## src/hw/pinirq_defines.svh

```systemverilog
// Register offsets, field positions and reset values of the pin interrupt unit
`ifndef PINIRQ_DEFINES_SVH
`define PINIRQ_DEFINES_SVH

// ------------------------------------------------------------------
// Register offsets (index on the plain register port)
// ------------------------------------------------------------------
`define PINIRQ_OFS_STATUS_CONTROL 2'h0
`define PINIRQ_OFS_ENABLE_MASK 2'h1
`define PINIRQ_OFS_POLARITY_SELECT 2'h2
`define PINIRQ_OFS_POWER_MODE 2'h3

// ------------------------------------------------------------------
// Status and control field positions
// ------------------------------------------------------------------
`define PINIRQ_SC_FLAG_BIT 3
`define PINIRQ_SC_ACK_BIT 2
`define PINIRQ_SC_IRQEN_BIT 1
`define PINIRQ_SC_LEVEL_BIT 0

// ------------------------------------------------------------------
// Reset values
// ------------------------------------------------------------------
`define PINIRQ_RST_BYTE 8'h00
`define PINIRQ_PIN_IDLE 1'h0

`endif

```

## src/hw/pinirq_pkg.sv

```systemverilog
// Types shared by the pin interrupt unit files
package pinirq_pkg;

    // ------------------------------------------------------------------
    // Power modes seen by the unit
    // ------------------------------------------------------------------
    typedef enum logic [1:0] {
        PINIRQ_RUN,
        PINIRQ_LIGHT_STOP,
        PINIRQ_DEEP_STOP
    } pinirq_pmode_e;

    // ------------------------------------------------------------------
    // Register port request
    // ------------------------------------------------------------------
    typedef struct packed {
        logic [1:0] addr;
        logic [7:0] wdata;
        logic wr;
        logic rd;
    } pinirq_req_s;

    // Software configuration handed to the detector
    typedef struct packed {
        logic [7:0] enable;
        logic [7:0] polarity;
        logic level_mode;
    } pinirq_cfg_s;

endpackage

```

## src/hw/pinirq_top.sv

```systemverilog
// Eight-pin external interrupt unit with register port and shared flag
//
// How it works
// Eight input pins each feed one shared detection flag.
// In wait mode everything runs; enabled flag with enable raises the request.
// In light stop the synchronised pins are watched on mclk; wake asserts if enabled.
// Deep stop disables the unit; leaving it restores the control, enable, polarity and flag reset values.
// Background debug halt does not stop detection or flagging.
// Status bits 7:4 always read zero.
// Status bit 3 is the read-only flag; writes leave it alone.
// Status bit 2 is write-one acknowledge and always reads zero.
// Status bit 1 enables the interrupt request output.
// Status bit 0 picks edges only (0) or edges and levels (1).
// Enable mask bit 1 makes its pin a source; disabled pins never count.
// Polarity bit 0 means falling or low, 1 rising or high.
// Edges are found on mclk: deasserted one cycle, asserted the next.
// The source must idle deasserted before an edge can be seen.
// Edge mode: edge sets flag, acknowledge clears it unless an edge arrives in the same cycle.
// Level mode: acknowledge clears only if every enabled pin is deasserted.
// Enabled resistor pulls up for polarity 0, down for polarity 1.
// Software masks, sets polarity, resistors, enables, acknowledges, then unmasks.
// Control bits, enables, polarities and flag reset to zero.
// Request stays high while flag and interrupt enable are both set.
//
// Implementation choices: the address-and-strobe port and the register offsets.
`include "pinirq_defines.svh"
module pinirq_top
    import pinirq_pkg::*;
#(
    parameter int NPINS = 8
) (
    // Clock, reset, clock enable
    input wire logic mclk,
    input wire logic rst,
    input wire logic clk_en,
    // Register port
    input wire logic [1:0] reg_addr,
    input wire logic [7:0] reg_wdata,
    input wire logic reg_wr,
    input wire logic reg_rd,
    output logic [7:0] reg_rdata,
    // Power state from the system
    input wire logic wait_mode,
    input wire logic bdm_halt,
    input wire logic [1:0] power_mode,
    // Pins and pad controls
    input wire logic [NPINS-1:0] pin_interrupt_input,
    input wire logic [NPINS-1:0] port_resistor_enable,
    output logic [NPINS-1:0] pad_pullup,
    output logic [NPINS-1:0] pad_pulldown,
    // Interrupt and wake
    output logic irq_req,
    output logic wake_req
);

    // ------------------------------------------------------------------
    // State
    // ------------------------------------------------------------------
    pinirq_req_s req;
    pinirq_cfg_s cfg;
    pinirq_pmode_e pmode;
    logic [7:0] enable_r, enable_nxt;
    logic [7:0] polarity_r, polarity_nxt;
    logic irq_request_enable_r, irq_request_enable_nxt;
    logic level_sense_r, level_sense_nxt;
    logic detect_flag_r, detect_flag_nxt;
    logic [7:0] rdata_r, rdata_nxt;
    logic irq_r, irq_nxt;
    logic wake_r, wake_nxt;
    logic [NPINS-1:0] pu_r, pu_nxt;
    logic [NPINS-1:0] pd_r, pd_nxt;
    logic deep_r, deep_nxt;
    logic [NPINS-1:0] edge_hit;
    logic [NPINS-1:0] asserted;
    logic [NPINS-1:0] lstop_act;
    logic ack_write;
    logic set_flag;
    logic leave_deep;

    assign req = '{addr: reg_addr, wdata: reg_wdata, wr: reg_wr, rd: reg_rd};
    assign pmode = pinirq_pmode_e'(power_mode);
    assign cfg = '{enable: enable_r, polarity: polarity_r, level_mode: level_sense_r};

    // Status byte assembled once, used by the read mux
    function automatic logic [7:0] status_byte(input logic flag, input logic ien, input logic lvl);
        logic [7:0] b;
        b = `PINIRQ_RST_BYTE;
        b[`PINIRQ_SC_FLAG_BIT] = flag;
        b[`PINIRQ_SC_IRQEN_BIT] = ien;
        b[`PINIRQ_SC_LEVEL_BIT] = lvl;
        return b; // acknowledge bit stays 0
    endfunction

    // ------------------------------------------------------------------
    // Detector: synchronised pins, edges and asserted levels
    // ------------------------------------------------------------------
    pinirq_detect #(
        .NPINS(NPINS)
    ) u_detect (
        .mclk(mclk),
        .rst(rst),
        .clk_en(clk_en),
        .clear_state(leave_deep),
        .pins(pin_interrupt_input),
        .enable(cfg.enable[NPINS-1:0]),
        .polarity(cfg.polarity[NPINS-1:0]),
        .edge_hit(edge_hit),
        .asserted(asserted)
    );

    // Light stop: asserted enabled pins, taken after the synchroniser so no
    // raw pin reaches logic; the wake flop looks at them, as the flag does in level mode.
    assign lstop_act = asserted;

    // Edge always sets; level mode also sets on any asserted enabled pin
    assign set_flag = (|edge_hit) | (cfg.level_mode & (|asserted));
    assign ack_write = req.wr && req.addr == `PINIRQ_OFS_STATUS_CONTROL && req.wdata[`PINIRQ_SC_ACK_BIT];
    assign leave_deep = deep_r && pmode != PINIRQ_DEEP_STOP;

    // ------------------------------------------------------------------
    // Next-state logic for registers, flag and outputs
    // ------------------------------------------------------------------
    always_comb begin
        enable_nxt = enable_r;
        polarity_nxt = polarity_r;
        irq_request_enable_nxt = irq_request_enable_r;
        level_sense_nxt = level_sense_r;
        detect_flag_nxt = detect_flag_r;
        rdata_nxt = `PINIRQ_RST_BYTE;
        deep_nxt = (pmode == PINIRQ_DEEP_STOP);
        // Register writes; flag bit itself ignores writes
        if (req.wr) begin
            case (req.addr)
                `PINIRQ_OFS_STATUS_CONTROL: begin
                    irq_request_enable_nxt = req.wdata[`PINIRQ_SC_IRQEN_BIT];
                    level_sense_nxt = req.wdata[`PINIRQ_SC_LEVEL_BIT];
                end
                `PINIRQ_OFS_ENABLE_MASK: enable_nxt = req.wdata;
                `PINIRQ_OFS_POLARITY_SELECT: polarity_nxt = req.wdata;
                default: ;
            endcase
        end
        // Acknowledge clears; set wins, so in level mode an asserted pin keeps it
        if (ack_write) begin
            detect_flag_nxt = 1'b0;
        end
        if (set_flag) begin
            detect_flag_nxt = 1'b1;
        end
        // Read data valid the cycle after the strobe only
        if (req.rd) begin
            case (req.addr)
                `PINIRQ_OFS_STATUS_CONTROL: rdata_nxt = status_byte(detect_flag_r, irq_request_enable_r, level_sense_r);
                `PINIRQ_OFS_ENABLE_MASK: rdata_nxt = enable_r;
                `PINIRQ_OFS_POLARITY_SELECT: rdata_nxt = polarity_r;
                `PINIRQ_OFS_POWER_MODE: rdata_nxt = {6'h00, power_mode};
                default: rdata_nxt = `PINIRQ_RST_BYTE;
            endcase
        end
        // Deep stop: unit held disabled and reset on the way out
        if (pmode == PINIRQ_DEEP_STOP || leave_deep) begin
            enable_nxt = `PINIRQ_RST_BYTE;
            polarity_nxt = `PINIRQ_RST_BYTE;
            irq_request_enable_nxt = 1'b0;
            level_sense_nxt = 1'b0;
            detect_flag_nxt = 1'b0;
        end
    end

    // Output next values; wait and debug halt change nothing here
    always_comb begin
        irq_nxt = detect_flag_nxt & irq_request_enable_nxt;
        wake_nxt = irq_nxt;
        if (pmode == PINIRQ_LIGHT_STOP && irq_request_enable_nxt) begin
            wake_nxt = irq_nxt | (|lstop_act);
        end
        pu_nxt = port_resistor_enable & ~polarity_nxt[NPINS-1:0];
        pd_nxt = port_resistor_enable & polarity_nxt[NPINS-1:0];
    end

    // Register stage for everything above; wait_mode and bdm_halt gate nothing
    always_ff @(posedge mclk or posedge rst) begin
        if (rst) begin
            enable_r <= `PINIRQ_RST_BYTE;
            polarity_r <= `PINIRQ_RST_BYTE;
            irq_request_enable_r <= 1'b0;
            level_sense_r <= 1'b0;
            detect_flag_r <= 1'b0;
            rdata_r <= `PINIRQ_RST_BYTE;
            irq_r <= 1'b0;
            wake_r <= 1'b0;
            pu_r <= '0;
            pd_r <= '0;
            deep_r <= 1'b0;
        end else if (clk_en) begin
            enable_r <= enable_nxt;
            polarity_r <= polarity_nxt;
            irq_request_enable_r <= irq_request_enable_nxt;
            level_sense_r <= level_sense_nxt;
            detect_flag_r <= detect_flag_nxt;
            rdata_r <= rdata_nxt;
            irq_r <= irq_nxt;
            wake_r <= wake_nxt;
            pu_r <= pu_nxt;
            pd_r <= pd_nxt;
            deep_r <= deep_nxt;
        end
    end

    assign reg_rdata = rdata_r;
    assign irq_req = irq_r;
    assign wake_req = wake_r;
    assign pad_pullup = pu_r;
    assign pad_pulldown = pd_r;

endmodule

```

## src/hw/pinirq_detect.sv

```systemverilog
// Per-pin synchroniser, edge and level detector of the pin interrupt unit
`include "pinirq_defines.svh"
module pinirq_detect
    import pinirq_pkg::*;
#(
    parameter int NPINS = 8
) (
    // Clock and reset
    input wire logic mclk,
    input wire logic rst,
    input wire logic clk_en,
    input wire logic clear_state,
    // Pins and setup
    input wire logic [NPINS-1:0] pins,
    input wire logic [NPINS-1:0] enable,
    input wire logic [NPINS-1:0] polarity,
    // Results
    output logic [NPINS-1:0] edge_hit,
    output logic [NPINS-1:0] asserted
);

    logic [NPINS-1:0] sync1_r, sync1_nxt;
    logic [NPINS-1:0] sync2_r, sync2_nxt;
    logic [NPINS-1:0] prev_r, prev_nxt;

    // ------------------------------------------------------------------
    // Per pin: active-level view and edge between two bus cycles
    // ------------------------------------------------------------------
    genvar g;
    generate
        for (g = 0; g < NPINS; g++) begin : g_pin
            logic act_now;
            logic act_prev;
            // Polarity 0 means active low, 1 active high
            assign act_now = sync2_r[g] ~^ polarity[g];
            assign act_prev = prev_r[g] ~^ polarity[g];
            // Deasserted one cycle then asserted the next
            assign edge_hit[g] = enable[g] & act_now & ~act_prev;
            assign asserted[g] = enable[g] & act_now;
        end
    endgenerate

    // Next values: pins pass two flops before any logic looks at them
    always_comb begin
        sync1_nxt = pins;
        sync2_nxt = sync1_r;
        prev_nxt = sync2_r;
        if (clear_state) begin
            // Deep stop wake: previous sample forgotten, no false edge kept
            prev_nxt = {NPINS{`PINIRQ_PIN_IDLE}};
        end
    end

    always_ff @(posedge mclk or posedge rst) begin
        if (rst) begin
            sync1_r <= '0;
            sync2_r <= '0;
            prev_r <= '0;
        end else if (clk_en) begin
            sync1_r <= sync1_nxt;
            sync2_r <= sync2_nxt;
            prev_r <= prev_nxt;
        end
    end

endmodule

```

## config.mk

```make
export PLATFORM = sky130hd
export DESIGN_NAME = pinirq_top
export DESIGN_NICKNAME = d
export VERILOG_FILES = /design/src/hw/pinirq_pkg.sv /design/src/hw/pinirq_top.sv /design/src/hw/pinirq_detect.sv
export VERILOG_INCLUDE_DIRS = /design/src /design/src/hw
export SDC_FILE = /design/constraint.sdc
export NUM_CORES = 1
export LEC_CHECK = 0
export BUFFER_PORTS_ARGS = -buffer_cell sky130_fd_sc_hd__buf_2
export CORE_MARGIN = 5
export CORE_UTILIZATION = 40
export CTS_CLUSTER_DIAMETER = 40
export CTS_CLUSTER_SIZE = 10
export DETAILED_ROUTE_END_ITERATION = 10
export PLACE_DENSITY = 0.6
export SKIP_CTS_REPAIR_TIMING = 1
export SYNTH_ARGS = -nofsm -noshare
export SYNTH_HDL_FRONTEND = slang
export SYNTH_SLANG_ARGS = --single-unit
```

## constraint.sdc

```tcl
create_clock -name mclk -period 4.4 [get_ports mclk]
set_input_delay 0.22 -clock mclk [delete_from_list [all_inputs] [get_ports mclk]]
set_output_delay 0.22 -clock mclk [all_outputs]
set_load 0.01 [all_outputs]
```

* Word-level counts from Yosys, hierarchy flattened
Cells that the tools add are included.
** Cells by class
- Equality and inequality tests :: 6
- Bitwise gates (word level) :: 47
- Mux-type cells :: 19
- Multipliers :: 0
- $lt $le $gt $ge :: 0
- Reductions and logical operators :: 13
- Shift operators :: 0
- Div/mod/pow operators :: 0
- $add $sub $neg :: 0
** Operators with widths (number)
- 8-bit two-way mux :: 8
- 8-bit one-hot mux with 4 select lines :: 1
- 1-bit AND :: 18
- 8-bit AND :: 2
- 8-bit OR reduction :: 2
- 1-bit XNOR :: 16
- 1-bit two-way mux :: 10
- 1-bit NOT :: 8
- 8-bit NOT :: 1
- 2-bit == test, second input constant :: 3
- 3-bit AND reduction :: 2
- 2-bit nonzero test :: 3
- 2-bit by 1-bit == test with 1-bit output, second input constant :: 2
- 1-bit logical AND :: 4
- 2-bit zero test :: 1
- 2-bit != test, second input constant :: 1
- 1-bit bitwise OR :: 2
- 1-bit logical OR :: 1
** Word-level totals
- Output and inout port bits :: 26
- Register bits after elaboration :: 70
- Memory bits (read-only) :: 0
- Memory bits (writable) :: 0
- Bits in latches :: 0
- Word-level logic and storage cells :: 99
- Memories :: 0

* Depth between registers and ports, before layout
Gate-level depths: netlist (run 1).
- Word-level depth :: 10
- Depth in mapped cells :: 7
- Mapped depth without buffers :: 5

* Hierarchy
From an unflattened synthesis (run 1), not the netlist that was laid out.
** Unflattened totals
- Cell total of the unflattened synthesis :: 278
- Area total of the unflattened synthesis :: 3271.9 um2
** By module, submodules not included
- pinirq_top :: times used 1, cells each 180, area each 2080.7 um2
- pinirq_detect :: times used 1, cells each 98, area each 1191.1 um2

* Least setup slack after synthesis (run 1)
Ideal clock, no wire load.
- Path kind :: input -> register
- Start point :: in reg_addr[0]
- End point :: reg detect_flag_r
- Buffers on the path :: 0
- Stages :: 5
- Data arrival time :: 1390 ps
- Required time :: 4255 ps
- Setup slack :: 2865 ps
- Cells stage by stage :: nor3b_4 -> a21oi_1 -> a311o_1 -> a2111oi_4 -> o221ai_1
** On the way
- Word-level cells in the longest chain between the ends :: 6
** Ends and longest elaborated chain
- start: declaration :: line pinirq_top.sv:37 : input wire logic [1:0] reg_addr,
- 2-bit zero test
- 1-bit logical AND (no source line)
- 1-bit logical AND :: line pinirq_top.sv:117 : assign ack_write = req.wr && req.addr == `PINIRQ_OFS_STATUS_CONTROL && req.wdata[`PINIRQ_SC_ACK_BIT];
- 1-bit two-way mux :: line pinirq_top.sv:144 : if (ack_write) begin
- 1-bit two-way mux :: line pinirq_top.sv:147 : if (set_flag) begin
- 1-bit two-way mux :: line pinirq_top.sv:161 : if (pmode == PINIRQ_DEEP_STOP || leave_deep) begin
- end signal: assignment :: line pinirq_top.sv:200 : detect_flag_r <= detect_flag_nxt;
- end: declaration :: line pinirq_top.sv:66 : logic detect_flag_r, detect_flag_nxt;
No other way between the ends.
A chain may end at the register's enable or synchronous reset.

* Worst setup path in the final report (run 1)
- Start point :: reg deep_r
- End point :: reg enable_r[6]
** On the way
- Word-level cells in the longest chain between the ends :: 4
- Elaborated cells on any way between the ends :: 6
- Those cells by class :: mux: 1; reduce/logical: 5
** Ends and longest elaborated chain
- start: declaration :: line pinirq_top.sv:72 : logic deep_r, deep_nxt;
- start signal: assignment :: line pinirq_top.sv:206 : deep_r <= deep_nxt;
- 1-bit logical AND * :: line pinirq_top.sv:118 : assign leave_deep = deep_r && pmode != PINIRQ_DEEP_STOP;
- 1-bit logical OR * :: line pinirq_top.sv:161
- 2-bit nonzero test (no source line)
- 3-bit AND reduction (no source line)
- end signal: assignment :: line pinirq_top.sv:184 : enable_r <= `PINIRQ_RST_BYTE;
- end signal: assignment :: line pinirq_top.sv:196 : enable_r <= enable_nxt;
- end: declaration :: line pinirq_top.sv:62 : logic [7:0] enable_r, enable_nxt;
Mark *: on every way between the ends. The rest lies on a longest branch, timed or not.

==> results of run 1 <==
-- cell type report --
| class | instances | area, um2 | area share, % |
|---|---|---|---|
| clock inverter | 1 | 5.005 | 0.1326 |
| sequential | 70 | 1752 | 46.40 |
| timing repair buffer | 62 | 320.3 | 8.485 |
| tap | 102 | 127.6 | 3.381 |
| multi-input combinational | 193 | 1378 | 36.49 |
| clock buffer | 14 | 162.7 | 4.309 |
| inverter | 8 | 30.03 | 0.7955 |
-- power by group through the flow --
| stage | registers, mW | clock network (mW) | logic, mW |
|---|---|---|---|
| global route | 0.790 | 0.494 | 0.279 |
| global placement | 0.788 | 0 | 0.246 |
| CTS | 0.779 | 0.468 | 0.251 |
| finish | 0.778 | 0.454 | 0.248 |
| floorplan | 0.778 | 0 | 0.169 |
| detailed placement | 0.791 | 0 | 0.250 |
-- flip-flops by register name (all words and copies together), names as in the netlist, 8 cells and up --
name              cells
polarity_r            8
reg_rdata             8
enable_r              8
pad_pullup            8
u_detect.sync1_r      8
u_detect.sync2_r      8
u_detect.prev_r       8
pad_pulldown          8
-- logic make-up after synthesis --
family / after synthesis / synth area share (%)
DFF: 70 / 54.71
muxes: 28 / 10.39
buffers and inverters: 19 / 2.267
xor gates and xnor gates: 8 / 2.188
AOI/OAI and AO/OA: 80 / 18.33
and+or+nand+nor: 77 / 12.11
-- through the flow --
step	util [%]	worst slack (ns)
2_1_floorplan	-	2.412
3_3_place_gp	46.44	2.403
6_report	48.60	2.680
4_1_cts	48.60	2.695
3_5_place_dp	46.44	2.356
5_1_grt	48.60	2.521
-- synth_stat cells (2+ instances only) --
cell       count  area [um2]
nor2_1        13       48.80
o2bb2ai_1      6       52.55
nor3b_1        4       30.03
a22oi_1        9       67.56
a21o_1         9       67.56
buf_1          3       11.26
a22o_1        17       148.9
o21ai_0       18       90.09
nor2b_1        4       25.02
nand4_1        2       12.51
nand2b_1       3       18.77
nand2_1       31       116.4
mux2i_1       10       100.1
a32o_1         2       20.02
nand3_1       12       60.06
xnor2_1        8       70.07
and3b_1        4       35.03
o221ai_1       2       17.52
a21oi_1       11       55.05
clkbuf_1       7       26.28
inv_1          7       26.28
mux2_2        16       180.2
dfrtp_1       70        1752
mux4_1         2       52.55
-- path summary, 6_finish.rpt --
check,from,end,slack (ns),depth (start not counted)
max,deep_r$_DFFE_PP0P_,enable_r[6]$_DFFE_PP0P_,2.68,3
min,rst,u_detect.sync1_r[5]$_DFFE_PP0P_,-0.01,2
max reg2reg,deep_r$_DFFE_PP0P_,enable_r[6]$_DFFE_PP0P_,2.68,3
min reg2reg,reg_rdata[6]$_DFFE_PP0P_,reg_rdata[6]$_DFFE_PP0P_,0.48,1
max in group asynchronous,rst,reg_rdata[7]$_DFFE_PP0P_,3.47,3
min in group mclk,port_resistor_enable[4],pad_pulldown[4]$_DFFE_PP0P_,0.10,2
-- worst reg2reg max path, delay by kind of cell, from the launching register on --
kind / cells / cell delay, ns
AND/OR/NAND/NOR: 1 / 0.56
flip-flops: 1 / 0.43
AO/OA/AOI/OAI: 2 / 0.61
-- routing by layer --
metal / track usage (%) / up-vias / wire length, um / part of all wire [%]
li1: - / 1158 / - / -
met3: 5.470 / 6 / 508 / 6.9
met5: 0 / - / 0 / 0
met4: 5.147 / 0 / 90 / 1.2
met1: 21.31 / 1183 / 3355 / 45
met2: 25.93 / 69 / 3439 / 47
==> impl_metrics.ini, run 1 <==
[synth]
ys_warn_count = 0
syn-num-nets = 317
syn_area_per_cell_um2 = 11.35
yosysUniqueCellTypes = 36
syn_inst = 282
ys_seq_area_share_pct = 54.71
async_flop_share_pct = 100.0
ys_seq_elements = 70
ys.flop_type = dfrtp_1
syn_area_um2 = 3202
synth-edff-count = 0

[sta]
worstMarginPinSlew_ns = 0.6983
hold_ws_ns = -0.01430
slew_headroom_pct = 53.38
fin_setup_tns_ns = 0
period_minus_slack_ns = 1.720
rsz0062_at_grt = no
finalClockSkew_ns = 0.01096
period_share_pct = 39.09
fmax_mhz = 581.4
timing_hold_violations_final = 33
setup_viol = 0
drv_slew = 0

[final_layout]
fin_cells = 450
layout_common_cells = dfrtp_1 (70), buf_2 (58), nand2_1 (31), o21ai_0 (18), a22o_1 (17)
syn_to_final_growth_pct = 17.90
final_area_um2 = 3775
final_common_cell = dfrtp_1
diodes = 0
nets = 379
fill_cells = 762
drive_gt1_share_pct = 26.72

[clock_tree]
clkSlewWorstSetupHoldPaths_ns = 0.07
insertion_delay_ns = 0.35
cts_tree = built
clock-sinks = 70
cts-root-buf = clkbuf_8
cts_max_path_buffers = 2
cts_htree_levels = 3
cts_made_buffers = 9

[power_and_ir_drop]
switching_share_pct = 28.07
finalPower_mw = 1.480
p_per_area_nw_per_um2 = 392.1
comb_power_share_pct = 16.7
power.clock.fraction_pct = 30.7
p_int_mw = 1.065
cellLeakagePower_nw = 1.811
ir_drop_uv = 133.0
p_switching_mw = 0.4155
seqPwrFrac_pct = 52.6

[floorplanning]
die_y_um = 99.47
ios = 61
coreArea_um2 = 7767
start_util_pct = 41.22
die-width_um = 99.47
die-area_um2 = 9894
row_count = 32

[route]
vias = 2416
ant_nets = 0
drc = 0
dr.pass1.iters = 4
wl_per_cell_um = 16.43
via_per_inst = 5.369
initialDrtViolationCount = 138
drt-total-wl_um = 7393

[run_status]
violations = negative hold slack
status = complete, but fails checks

[place]
portBuffers = 58
routabilityCongestion = 0.8373
dp_cells = 435
dpl.hpwl_um = 5312
placed_cell_area_um2 = 3607

[worst_setup_path]
path_class = reg2reg
cpPeakStageDelay_ns = 0.56
path_cells = nor2_1 > a21o_1 > o21ai_0
end_kind = register
path_buf_inv = 0
cpMaxStageDelayCell = nor2_1
crit_fanout = 16
crit_family = compound AO/OA/AOI/OAI gates
cp-start-kind = register
crit_required_ns = 4.61
arrival_ns = 1.93

[global_route]
grt_max_degree = 38
track_usage_pct = 16.38
grt_pass1_vias = 2544
grt_pass1_wl_um = 12630
antenna_found_initial = 0
overflow = 0

[hold_path]
hold_class = in2async

[flow_run]
drv_cap = 0
Note: power is estimated with default switching activity, not from simulation.
==> run 2: changes to the inputs <==
==> constraint.sdc (replaced) <==
create_clock -name mclk -period 1.7 [get_ports mclk]
set_input_delay 0.085 -clock mclk [delete_from_list [all_inputs] [get_ports mclk]]
set_output_delay 0.085 -clock mclk [all_outputs]
set_load 0.01 [all_outputs]
==> impl_metrics.ini, run 2 (same netlist as run 1, synthesis figures left out) <==
[power_and_ir_drop]
cellLeakagePower_nw = 1.989
power.clock.fraction_pct = 33.1
p_int_mw = 2.947
comb_power_share_pct = 18.3
p_per_area_nw_per_um2 = 994.5
seqPwrFrac_pct = 48.6
p_switching_mw = 1.178
finalPower_mw = 4.125
switching_share_pct = 28.55
ir_drop_uv = 427.3

[global_route]
overflow = 0
grt_max_degree = 71
track_usage_pct = 16.79
antenna_found_initial = 0
grt_pass1_wl_um = 13010
grt_pass1_vias = 2531

[clock_tree]
cts_tree = built
cts_max_path_buffers = 2
clkSlewWorstSetupHoldPaths_ns = 0.08
cts-root-buf = clkbuf_8
cts_htree_levels = 3
clock-sinks = 70
insertion_delay_ns = 0.35
cts_made_buffers = 9

[run_status]
violations = negative hold slack
status = complete, but fails checks

[final_layout]
fin_util_pct = 53.40
fill_cells = 731
drive_gt1_share_pct = 30.05
layout_common_cells = dfrtp_1 (69), buf_2 (58), nand2_1 (31), buf_4 (22)
final_common_cell = dfrtp_1
regArea_um2 = 1753
fin_cells = 488
syn_to_final_growth_pct = 29.54
multi_input_area_um2 = 1378
diodes = 0
nets = 416

[sta]
drv_slew = 0
setup_viol = 0
period_share_pct = 97.33
timing_hold_violations_final = 2
fin_setup_tns_ns = 0
worstMarginPinSlew_ns = 0.4663
slew_headroom_pct = 68.83
period_minus_slack_ns = 1.655
fmax_mhz = 604.4
finalClockSkew_ns = 0.01071
rsz0062_at_grt = yes
hold_ws_ns = -0.01165

[worst_setup_path]
cp-start-kind = register
crit_fanout = 5
path_class = reg2reg
arrival_ns = 1.87
end_kind = register
crit_required_ns = 1.91

[route]
drc = 0
ant_nets = 0
initialDrtViolationCount = 95
wl_per_cell_um = 16.25
dr.pass1.iters = 4
vias = 2599
drt-total-wl_um = 7929
via_per_inst = 5.326

[place]
dpl.hpwl_um = 5674
portBuffers = 58
routabilityCongestion = 0.8554
dp_cells = 453

[floorplanning]
die-width_um = 99.47
ios = 61
start_util_pct = 41.22
coreArea_um2 = 7767
die-area_um2 = 9894
die_y_um = 99.47
row_count = 32

[hold_path]
hold_class = in2reg

[flow_run]
drv_cap = 0
==> run 2: changes by cell type in the layout (fill, tap and decap cells not counted), moves of 2 or more <==
cell	before	now
buf_4	4	22
dlygate4sd3_1	0	18
clkinvlp_4	0	3
clkbuf_1	3	1
==> run 2: through the flow <==
step	setup WS [ns]	cell area, um2
floorplan	0.1846	3206
global placement	0.05222	3759
global route	-0.04833	4148
finish	0.04535	4148
detailed placement	0.02658	3759
CTS	0.02036	3959
==> run 2: final timing paths <==
check                           cells after the start  slack, ns                            start                              to
worst max-delay path                                4       0.05  u_detect.sync2_r[7]$_DFFE_PP0P_            wake_req$_DFFE_PP0P_
worst min-delay path                                3      -0.01                     reg_wdata[7]         enable_r[7]$_DFFE_PP0P_
worst max register to register                      4       0.05  u_detect.sync2_r[7]$_DFFE_PP0P_            wake_req$_DFFE_PP0P_
worst min register to register                      1       0.48         reg_rdata[7]$_DFFE_PP0P_        reg_rdata[7]$_DFFE_PP0P_
max in group asynchronous                           4       1.01                              rst       polarity_r[4]$_DFFE_PP0P_
min in group asynchronous                           4       0.38                              rst  u_detect.prev_r[1]$_DFFE_PP0P_
==> run 2: per-layer routing <==
layer	global-route usage [%]	part of all wire, %	vias to the layer above
met5	0	0	-
met4	5.987	1.7	0
met3	3.506	5.1	10
met2	26.91	48	75
met1	22.60	45	1284
li1	-	-	1230
==> run 2: power groups by stage <==
stage	combinational [mW]	sequential (mW)	clock [mW]
5_1_grt	0.840	2.03	1.45
6_report	0.754	2.00	1.37
3_5_place_dp	0.725	2.03	0
2_1_floorplan	0.437	2.01	0
3_3_place_gp	0.716	2.03	0
4_1_cts	0.727	2.00	1.40
==> run 2: critical path, stage by stage (launching register included) <==
cell       delay [ns]
dfrtp_1          0.43
and4b_1          0.22
a311o_1          0.30
a2111oi_4        0.42
o221ai_1         0.16
==> run 2: layout make-up <==
class | count | area share (%)
flip-flops and latches | 70 | 42.26
multi-input cells | 193 | 33.21
repair buffers | 99 | 15.81
clock buffers | 11 | 3.409
well taps | 102 | 3.077
clock inverters | 5 | 1.418
inverters | 8 | 0.8145
